[src/core/ddsc_pkg.sv]
// Package for the dual DAC serial command port: constants, commands, carriers.
// Assumes a single 50 MHz system clock; serial pins sampled as synchronous inputs.
package ddsc_pkg;
	localparam int         CLK_HZ        = 50_000_000;
	localparam logic [4:0] ADDR_FIXED    = 5'h0c;   // Fixed upper address bits 01100
	localparam int         CODE_W        = 10;
	localparam int         CMD_W         = 6;
	localparam int         WORD_W        = 16;
	localparam logic [4:0] I2C_LAST_BIT  = 5'h07;   // Bit index of last data bit in a byte
	localparam logic [4:0] I2C_ACK_BIT   = 5'h08;   // Ninth clock of a byte
	localparam logic [4:0] SPI_FRAME_LEN = 5'h10;   // Sixteen clocks per frame
	localparam logic [1:0] BYTE_ADDR     = 2'h0;
	localparam logic [1:0] BYTE_CMD      = 2'h1;
	localparam logic [1:0] BYTE_DATA     = 2'h2;
	localparam logic [CODE_W-1:0] CODE_RST = 10'h000;
	localparam logic [2:0] RANGE_RST     = 3'h0;    // Lowest full-scale range
	localparam logic [2:0] RANGE_MAX     = 3'h5;

	// Command codes
	localparam logic [5:0] CMD_NOP      = 6'h00;
	localparam logic [5:0] CMD_LD_AB    = 6'h01;
	localparam logic [5:0] CMD_LD_A     = 6'h02;
	localparam logic [5:0] CMD_LD_B     = 6'h03;
	localparam logic [5:0] CMD_IN_AB    = 6'h04;
	localparam logic [5:0] CMD_IN_A     = 6'h05;
	localparam logic [5:0] CMD_IN_B     = 6'h06;
	localparam logic [5:0] CMD_UPD_AB   = 6'h07;
	localparam logic [5:0] CMD_UPD_A    = 6'h09;
	localparam logic [5:0] CMD_UPD_B    = 6'h0a;
	localparam logic [5:0] CMD_REF_INT  = 6'h0b;
	localparam logic [5:0] CMD_REF_EXT  = 6'h0c;
	localparam logic [5:0] CMD_SD_AB    = 6'h0d;
	localparam logic [5:0] CMD_SD_A     = 6'h0e;
	localparam logic [5:0] CMD_SD_B     = 6'h0f;
	localparam logic [5:0] CMD_PU_AB    = 6'h2d;
	localparam logic [5:0] CMD_PU_A     = 6'h2e;
	localparam logic [5:0] CMD_PU_B     = 6'h2f;
	localparam logic [2:0] CMD_RNG_A    = 3'h2;    // Upper three bits 010
	localparam logic [2:0] CMD_RNG_B    = 3'h6;    // Upper three bits 110

	// State of one DAC channel as seen by the analog side
	typedef struct packed {
		logic [CODE_W-1:0] input_code;
		logic [CODE_W-1:0] dac_code;
		logic [2:0]        range;
		logic              shutdown;
	} ddsc_chan_s;

	typedef enum logic [2:0] {
		DDSC_IDLE,
		DDSC_RECV,
		DDSC_ACK,
		DDSC_IGNORE
	} ddsc_i2c_e;
endpackage

[src/core/ddsc_port.sv]
// Serial command port of a dual 10-bit current DAC: two-wire slave or SPI shift.
// Assumes SCL/SDA/SCLK/DIN/CS are already synchronous to clk_i and slow against it.
// Overview of operation
// RL1: Seven-bit addressing only, no ten-bit format
// RL2: Write only; read address not acknowledged
// RL3: Sample SDA on SCL rise; high-phase changes control
// RL4: Detect START and STOP; STOP releases bus
// RL5: Repeated START begins a new write
// RL6: STOP honoured at any bit position
// RL7: Receiver holds SDA low through ninth clock
// RL8: Master retries after missing acknowledge; the bench master model does not retry
// RL9: Address 01100 plus two strapped pins
// RL10: Master sends direction bit zero to write
// RL11: Acknowledge own address with write bit
// RL12: Idle watches START then own address
// RL13: Write is address, command, data with acks
// RL14: Execute on rising edge of 26th SCL
// RL15: Aborted write leaves registers unchanged
// RL16: SPI shifts DIN on SCLK rise while selected
// RL17: SPI frame sixteen bits, command then code
// RL18: Chip select rise latches word, then ignore
// RL19: Master keeps chip select low whole frame
// RL20: Shutdown stops outputs, port stays active
// RL21: Reset restores every default setting
// RL22: Select pin low two-wire, high SPI
// RL23: Decode six command bits into actions
// RL24: Default external reference, lowest ranges
// RL25: Code is offset binary, MSB first
// RL26: After refusal ignore bus until START
module ddsc_port
	import ddsc_pkg::*;
(
	input  wire logic              clk_i,
	input  wire logic              rst_i,
	input  wire logic              spi_select_i,    // High selects SPI
	input  wire logic              scl_i,           // SCL or SCLK
	input  wire logic              sda_i,           // SDA or DIN
	input  wire logic              cs_n_i,          // Chip select, SPI mode
	input  wire logic              addr_strap_low_i,
	input  wire logic              addr_strap_high_i,
	output logic                   sda_oe_n_o,      // Low pulls SDA low
	output logic                   sda_o,
	output ddsc_chan_s             chan_a_o,
	output ddsc_chan_s             chan_b_o,
	output logic                   ref_internal_o,
	output logic                   out_en_a_o,      // Outputs enabled, not shut down
	output logic                   out_en_b_o,
	output logic                   cmd_strobe_o     // Pulse per executed command word
);

	ddsc_i2c_e         state_r;
	logic              scl_q_r;
	logic              sda_q_r;
	logic [4:0]        bit_cnt_r;
	logic [1:0]        byte_idx_r;
	logic [7:0]        shift_r;
	logic [WORD_W-1:0] word_r;
	logic [4:0]        spi_cnt_r;
	logic [WORD_W-1:0] spi_sh_r;
	logic              cs_q_r;
	logic              exec_r;
	logic [WORD_W-1:0] exec_word_r;
	logic              i2c_exec_nxt;
	logic              spi_exec_nxt;

	wire scl_rise = scl_i & ~scl_q_r;
	wire scl_fall = ~scl_i & scl_q_r;
	wire i2c_mode = ~spi_select_i;                         // RL22
	wire start_c  = i2c_mode & scl_i & scl_q_r & sda_q_r & ~sda_i;   // RL3 RL4
	wire stop_c   = i2c_mode & scl_i & scl_q_r & ~sda_q_r & sda_i;   // RL3 RL4
	wire [7:0] own_addr = {ADDR_FIXED, addr_strap_high_i, addr_strap_low_i, 1'b0}; // RL9

	// Merges a received bit into a shift register, MSB first
	function automatic logic [7:0] shift8(input logic [7:0] v, input logic b);
		shift8 = {v[6:0], b};
	endfunction

	// Command field of an executed word
	function automatic logic [CMD_W-1:0] cmd_of(input logic [WORD_W-1:0] w);
		cmd_of = w[WORD_W-1:CODE_W];
	endfunction

	// Code field of an executed word, offset binary, MSB first
	function automatic logic [CODE_W-1:0] code_of(input logic [WORD_W-1:0] w);
		code_of = w[CODE_W-1:0];
	endfunction

	// True when the word selects a supported range for the given channel code
	function automatic logic range_ok(input logic [WORD_W-1:0] w, input logic [2:0] sel);
		range_ok = (w[WORD_W-1:WORD_W-3] == sel) && (w[WORD_W-4:CODE_W] <= RANGE_MAX);
	endfunction

	// Line history for edge and condition detection
	always_ff @(posedge clk_i)
	begin
		if (rst_i)
		begin
			scl_q_r <= 1'b1;
			sda_q_r <= 1'b1;
			cs_q_r  <= 1'b1;
		end
		else
		begin
			scl_q_r <= scl_i;
			sda_q_r <= sda_i;
			cs_q_r  <= cs_n_i;
		end
	end

	// Execute point: rising edge of the 26th SCL, i.e. the eighth and last bit (bit 0) of the data byte
	always_comb
	begin
		i2c_exec_nxt = (state_r == DDSC_RECV) && scl_rise && (byte_idx_r == BYTE_DATA)
			&& (bit_cnt_r == I2C_LAST_BIT);                  // RL14
	end

	// Two-wire receive state machine
	always_ff @(posedge clk_i)
	begin
		if (rst_i || !i2c_mode)
		begin
			state_r    <= DDSC_IDLE;
			bit_cnt_r  <= 5'h00;
			byte_idx_r <= BYTE_ADDR;
			shift_r    <= 8'h00;
			word_r     <= '0;
			sda_oe_n_o <= 1'b1;
		end
		else if (start_c)
		begin
			// START or repeated START restarts framing from any state
			state_r    <= DDSC_RECV;                         // RL5 RL12 RL26
			bit_cnt_r  <= 5'h00;
			byte_idx_r <= BYTE_ADDR;
			sda_oe_n_o <= 1'b1;
		end
		else if (stop_c)
		begin
			state_r    <= DDSC_IDLE;                         // RL6 RL15
			sda_oe_n_o <= 1'b1;
		end
		else
		begin
			case (state_r)
				DDSC_RECV:
				begin
					if (scl_rise)
					begin
						shift_r   <= shift8(shift_r, sda_i);   // RL3
						bit_cnt_r <= bit_cnt_r + 5'h01;
					end
					else if (scl_fall && bit_cnt_r == I2C_ACK_BIT)
					begin
						bit_cnt_r <= 5'h00;
						if (byte_idx_r == BYTE_ADDR)
						begin
							// Only a 7-bit write to our address is answered
							if (shift_r == own_addr)           // RL1 RL2 RL11
							begin
								state_r    <= DDSC_ACK;
								sda_oe_n_o <= 1'b0;              // RL7
							end
							else
								state_r <= DDSC_IGNORE;          // RL26
						end
						else
						begin
							if (byte_idx_r == BYTE_CMD)
								word_r[15:8] <= shift_r;         // RL13
							else
								word_r[7:0]  <= shift_r;
							state_r    <= DDSC_ACK;
							sda_oe_n_o <= 1'b0;                // RL7
						end
					end
				end
				DDSC_ACK:
				begin
					// Hold SDA low through the ninth clock high phase
					if (scl_fall)
					begin
						sda_oe_n_o <= 1'b1;
						if (byte_idx_r == BYTE_DATA)
							state_r <= DDSC_IGNORE;            // Extra bytes not answered
						else
						begin
							byte_idx_r <= byte_idx_r + 2'h1;
							bit_cnt_r  <= 5'h00;
							state_r    <= DDSC_RECV;
						end
					end
				end
				DDSC_IDLE,
				DDSC_IGNORE:
				begin
					sda_oe_n_o <= 1'b1;
				end
				default:
				begin
					state_r    <= DDSC_IDLE;
					sda_oe_n_o <= 1'b1;
				end
			endcase
		end
	end

	// After the address or command ack the bit counter is 0 again and RECV resumes; after the data ack IGNORE
	// SPI shift register, enabled only while chip select is low
	always_ff @(posedge clk_i)
	begin
		if (rst_i || !spi_select_i || cs_n_i)
		begin
			if (rst_i || !spi_select_i || (cs_n_i && !cs_q_r))
				spi_cnt_r <= 5'h00;
			if (rst_i)
				spi_sh_r <= '0;
		end
		else if (scl_rise)
		begin
			spi_sh_r  <= {spi_sh_r[WORD_W-2:0], sda_i};    // RL16 RL17
			if (spi_cnt_r != SPI_FRAME_LEN + 5'h01)
				spi_cnt_r <= spi_cnt_r + 5'h01;
		end
	end

	// Latch on chip select rise after at least sixteen clocks
	always_comb
	begin
		spi_exec_nxt = spi_select_i && cs_n_i && !cs_q_r
			&& (spi_cnt_r >= SPI_FRAME_LEN);                 // RL18 RL19
	end

	// Capture of the word to execute, one cycle after the trigger
	always_ff @(posedge clk_i)
	begin
		if (rst_i)
		begin
			exec_r      <= 1'b0;
			exec_word_r <= '0;
		end
		else
		begin
			exec_r <= i2c_exec_nxt || spi_exec_nxt;
			if (i2c_exec_nxt)
				exec_word_r <= {word_r[15:8], shift8(shift_r, sda_i)};  // RL14
			else if (spi_exec_nxt)
				exec_word_r <= spi_sh_r;                   // RL18
		end
	end

	// Command decode into channel and reference state
	always_ff @(posedge clk_i)
	begin
		if (rst_i)
		begin
			chan_a_o       <= '{CODE_RST, CODE_RST, RANGE_RST, 1'b0};  // RL21 RL24
			chan_b_o       <= '{CODE_RST, CODE_RST, RANGE_RST, 1'b0};
			ref_internal_o <= 1'b0;                          // RL24
			cmd_strobe_o   <= 1'b0;
		end
		else
		begin
			cmd_strobe_o <= exec_r;
			if (exec_r)
			begin
				// Code bits kept as offset binary, passed straight to the array
				case (cmd_of(exec_word_r))                   // RL23 RL25
					CMD_LD_AB:
					begin
						chan_a_o.input_code <= code_of(exec_word_r);
						chan_a_o.dac_code   <= code_of(exec_word_r);
						chan_b_o.input_code <= code_of(exec_word_r);
						chan_b_o.dac_code   <= code_of(exec_word_r);
					end
					CMD_LD_A:
					begin
						chan_a_o.input_code <= code_of(exec_word_r);
						chan_a_o.dac_code   <= code_of(exec_word_r);
					end
					CMD_LD_B:
					begin
						chan_b_o.input_code <= code_of(exec_word_r);
						chan_b_o.dac_code   <= code_of(exec_word_r);
					end
					CMD_IN_AB:
					begin
						chan_a_o.input_code <= code_of(exec_word_r);
						chan_b_o.input_code <= code_of(exec_word_r);
					end
					CMD_IN_A:   chan_a_o.input_code <= code_of(exec_word_r);
					CMD_IN_B:   chan_b_o.input_code <= code_of(exec_word_r);
					CMD_UPD_AB:
					begin
						chan_a_o.dac_code <= chan_a_o.input_code;
						chan_b_o.dac_code <= chan_b_o.input_code;
					end
					CMD_UPD_A:   chan_a_o.dac_code <= chan_a_o.input_code;
					CMD_UPD_B:   chan_b_o.dac_code <= chan_b_o.input_code;
					CMD_REF_INT: ref_internal_o <= 1'b1;
					CMD_REF_EXT: ref_internal_o <= 1'b0;
					CMD_SD_AB:
					begin
						chan_a_o.shutdown <= 1'b1;               // RL20
						chan_b_o.shutdown <= 1'b1;
					end
					CMD_SD_A:    chan_a_o.shutdown <= 1'b1;
					CMD_SD_B:    chan_b_o.shutdown <= 1'b1;
					CMD_PU_AB:
					begin
						chan_a_o.shutdown <= 1'b0;
						chan_b_o.shutdown <= 1'b0;
					end
					CMD_PU_A:    chan_a_o.shutdown <= 1'b0;
					CMD_PU_B:    chan_b_o.shutdown <= 1'b0;
					default:
					begin
						// Range commands; unlisted codes act as no-op
						if (range_ok(exec_word_r, CMD_RNG_A))
							chan_a_o.range <= exec_word_r[WORD_W-4:CODE_W];
						else if (range_ok(exec_word_r, CMD_RNG_B))
							chan_b_o.range <= exec_word_r[WORD_W-4:CODE_W];
					end
				endcase
			end
		end
	end

	// Output enables follow shutdown; the serial port never stops
	always_ff @(posedge clk_i)
	begin
		if (rst_i)
		begin
			out_en_a_o <= 1'b1;
			out_en_b_o <= 1'b1;
			sda_o      <= 1'b0;
		end
		else
		begin
			out_en_a_o <= ~chan_a_o.shutdown;                // RL20
			out_en_b_o <= ~chan_b_o.shutdown;
			sda_o      <= 1'b0;                              // Open drain drives low only
		end
	end

endmodule // ddsc_port

[config.mk]
export PLATFORM = sky130hd
export DESIGN_NAME = ddsc_port
export DESIGN_NICKNAME = d
export VERILOG_FILES = /design/src/core/ddsc_pkg.sv /design/src/core/ddsc_port.sv
export SDC_FILE = /design/constraint.sdc
export NUM_CORES = 1
export LEC_CHECK = 0
export BUFFER_PORTS_ARGS = -buffer_cell sky130_fd_sc_hd__buf_4
export CAP_MARGIN = 25
export CORE_ASPECT_RATIO = 0.5
export CORE_MARGIN = 1.5
export CORE_UTILIZATION = 50
export DETAILED_ROUTE_END_ITERATION = 7
export PLACE_DENSITY_LB_ADDON = 0.1
export REMOVE_ABC_BUFFERS = 1
export SYNTH_ARGS = -nofsm -noshare
export SYNTH_HDL_FRONTEND = slang
export SYNTH_SLANG_ARGS = --single-unit
[constraint.sdc]
create_clock -name clk_i -period 2.39 [get_ports clk_i]
set_input_delay 0.1195 -clock clk_i [delete_from_list [all_inputs] [get_ports clk_i]]
set_output_delay 0.1195 -clock clk_i [all_outputs]
set_load 0.01 [all_outputs]
==> results.toml <==
[status]
status = "finished clean"

[cells_and_area]
areaGrowthSynthToFinish_pct = 23.3
drive_gt1_share_pct = 18.5
n_antenna_cell = 0
nets = 611
stdcell_area_um2 = 6410

[placed_design]
dpl_cell_area_um2 = 5780
place.gp.congestion = 0.863
port_buffers = 60
dp_hpwl_mm = 7.57

[global_routing]
grt_max_degree = 70
grt_first_pass_wirelength_mm = 18.2
track_usage_pct = 21.5
gr-total-overflow = 0
grt_pass1_vias = 3523
antenna_found_initial = 0

[floorplan]
rows = 26
die_w_um = 147
core_um2 = 10100
ios = 62
die_h_um = 75.1
dieArea_um2 = 11100
start_util_pct = 51.3

[power_and_ir_drop]
p_per_area_nw_per_um2 = 743
p_leak_nw = 2.85
vdd_drop_max_v = 0.000585

[critical_path]
cp_cell_sequence = "nand2b_4 > or4_4 > nor3_4 > mux2i_1 > nor2_1"
reg2reg_depth = 5
critPathSlowestCell = "or4_4"
worstSetupEndpointType = "flip-flop"
worstPathMaxFanout = 8
worstReg2RegStart = "scl_q_r"
path_class = "flip-flop to flip-flop"
crit_required_ns = 2.67
crit_arrival_ns = 2.35
regToRegEndpoint = "word_r[8]"
reg2reg_slack_ns = 0.32
critPathMaxStageDelay_ns = 0.52
start_kind = "flip-flop"

[sta]
min_period_ns = 2.07
fin_crit_sh_pct = 86.4
clock.fmax_mhz = 484
relSlewSlack_pct = 51.4
rsz0062_at_grt = "no"
slew_viol_final = 0
skew_ns = 0.00975
fin_setup_tns_ns = 0
finalHoldViolations = 0
tightest_slew_ns = 0.729
setup_viol = 0

[yosys]
ys_types = 48
yosys-top-cells-count = "98 x dfxtp_1, 93 x nor2_1, 72 x mux2i_1"
yosys.area.top_type = "dfxtp_1"
synth_ff_type = "dfxtp_1"
yosysWarningCount = 0
synth_top_family_by_area = "simple AND/OR/NAND/NOR gates"
synth.ff_latch_count = 119
synth_compound_area_share_pct = 10.6
synth_mux_area_share_pct = 13.8
synth_xor_xnor_area_share_pct = 1.51
seq_area_frac_synth_pct = 49.8
syn_inst = 535
synth.area.top_cells = "dfxtp_1 38%, mux2i_1 14%, edfxtp_1 12%"
async_flop_share_pct = 0
synthAdderAreaFrac_pct = 2.16
post-synth-top-count-cell = "dfxtp_1"
synth_top_area_share_pct = 37.7
synth_simple_gate_area_share_pct = 18.4
synth-edff-count = 21
synthesis.area_um2 = 5200
syn_avg_cell_area_um2 = 9.73

[route]
route.detailed.drc = 0
ant_nets = 0
routed_wl_mm = 11.6
first_pass_iters = 4
wire_per_inst_um = 15.5
vias_per_cell = 5.32
drt-initial-drc-count = 276
vias = 3976

[clock_network]
clock_sinks = 119
clkLatencyLatePin_ns = 0.41
cts_tree = "done"
numCtsBuffers = 17
clockBufferDepth = 2
htreeDepth = 4
path_clk_slew_ns = 0.06
cts-root-buf = "clkbuf_16"

[min_path]
holdPathStages = 4
hp-class = "input pin to flip-flop"
holdPathEnd = "cs_q_r"
hold_start = "cs_n_i"

[job]
maxCapViolCount = 0
## layout make-up
class | instances | area, µm²
clock inverter | 9 | 83.8
timing repair buffer | 75 | 571
fill | 879 | 3740
sequential | 119 | 2590
clock buffer | 23 | 520
tap | 140 | 175
inverter | 12 | 45.0
multi-input combinational | 369 | 2430
## critical path: cells and delay by family, from the launching register on
kind          cells  cell delay (ns)
mux               1             0.28
simple gates      4             1.16
flops             1             0.50
## state kept, by name (all words and copies together), names as in the netlist, 2 cells and up
name / cells
chan_b_o: 24
byte_idx_r: 2
state_r: 2
chan_a_o: 24
spi_sh_r: 16
exec_word_r: 16
bit_cnt_r: 5
spi_cnt_r: 5
shift_r: 8
word_r: 8
## kinds of logic after synthesis
group	count (synthesis)
flip-flops	119
AO/OA/AOI/OAI	82
AND/OR/NAND/NOR	196
buffers and inverters	47
other	1
multiplexers	72
adder cells (fa/ha/maj)	9
XOR/XNOR	9
## report_power, final
group | internal (mW) | total [mW] | switching (mW) | leakage (nW)
clock | 1.64 | 2.55 | 0.909 | 0.301
combinational | 0.0478 | 0.135 | 0.0871 | 1.53
sequential | 2.07 | 2.08 | 0.0191 | 1.01
total | 3.75 | 4.77 | 1.02 | 2.85
## how the worst max path moves through the flow
stage	from	to	slack (ns)	depth (start not counted)
6_report	scl_q_r	word_r[8]	0.32	5
5_1_grt	scl_q_r	word_r[8]	0.22	5
4_1_cts	scl_q_r	word_r[8]	0.34	5
3_5_place_dp	scl_q_r	word_r[8]	0.40	5
3_3_place_gp	scl_q_r	word_r[9]	0.46	5
2_1_floorplan	exec_word_r[11]	chan_a_o[10]	0.02	5
## repair_timing
item                                   in CTS  in global routing
setup buffers                               0                  0
hold buffers                                3                  0
resized for setup                           0                  0
endpoints found under the hold margin       2                  0
## per-layer routing
metal | routed length, µm | global-route usage [%] | up-vias
li1 | - | - | 2018
met1 | 5830 | 29.6 | 1871
met2 | 5070 | 33.0 | 77
met3 | 569 | 6.06 | 10
met4 | 101 | 7.00 | 0
met5 | 0 | 0 | -
## cells in the final DEF (no fill, tap or decap), types with 2 or more instances in the layout
| cell | instances |
|---|---|
| clkinv_2 | 2 |
| o211ai_1 | 2 |
| and3_1 | 17 |
| inv_4 | 3 |
| nand3_1 | 14 |
| nor2_1 | 93 |
| xor2_1 | 3 |
| dlygate4sd3_1 | 3 |
| nor2b_1 | 4 |
| dfxtp_1 | 98 |
| clkbuf_8 | 3 |
| o21bai_1 | 2 |
| nand3b_1 | 6 |
| or2_2 | 4 |
| o21ai_0 | 9 |
| a21oi_1 | 20 |
| nand2_1 | 26 |
| nor4b_1 | 2 |
| nand2b_1 | 6 |
| ha_1 | 9 |
| clkinv_4 | 2 |
| nand4_1 | 2 |
| a211oi_1 | 39 |
| nor3b_1 | 3 |
| nand4b_1 | 2 |
| clkbuf_16 | 19 |
| a31oi_1 | 2 |
| edfxtp_1 | 21 |
| nor3_1 | 5 |
| nor4_1 | 2 |
| mux2i_1 | 72 |
| inv_1 | 12 |
| or3_1 | 3 |
| xnor2_1 | 6 |
| buf_4 | 72 |
## metrics by stage
| step | hold WS [ns] | instances | utilization, % | setup slack, ns | total power, mW |
|---|---|---|---|---|---|
| floorplan | 0.189 | 500 | - | 0.0182 | 2.19 |
| global placement | 0.385 | 712 | 56.9 | 0.464 | 2.25 |
| detailed placement | 0.387 | 712 | 56.9 | 0.398 | 2.26 |
| CTS | 0.114 | 747 | 63.2 | 0.341 | 4.80 |
| global route | 0.161 | 747 | 63.2 | 0.215 | 4.91 |
| finish | 0.124 | 747 | 63.2 | 0.324 | 4.77 |
No activity file was read; power rests on OpenSTA's default activity.
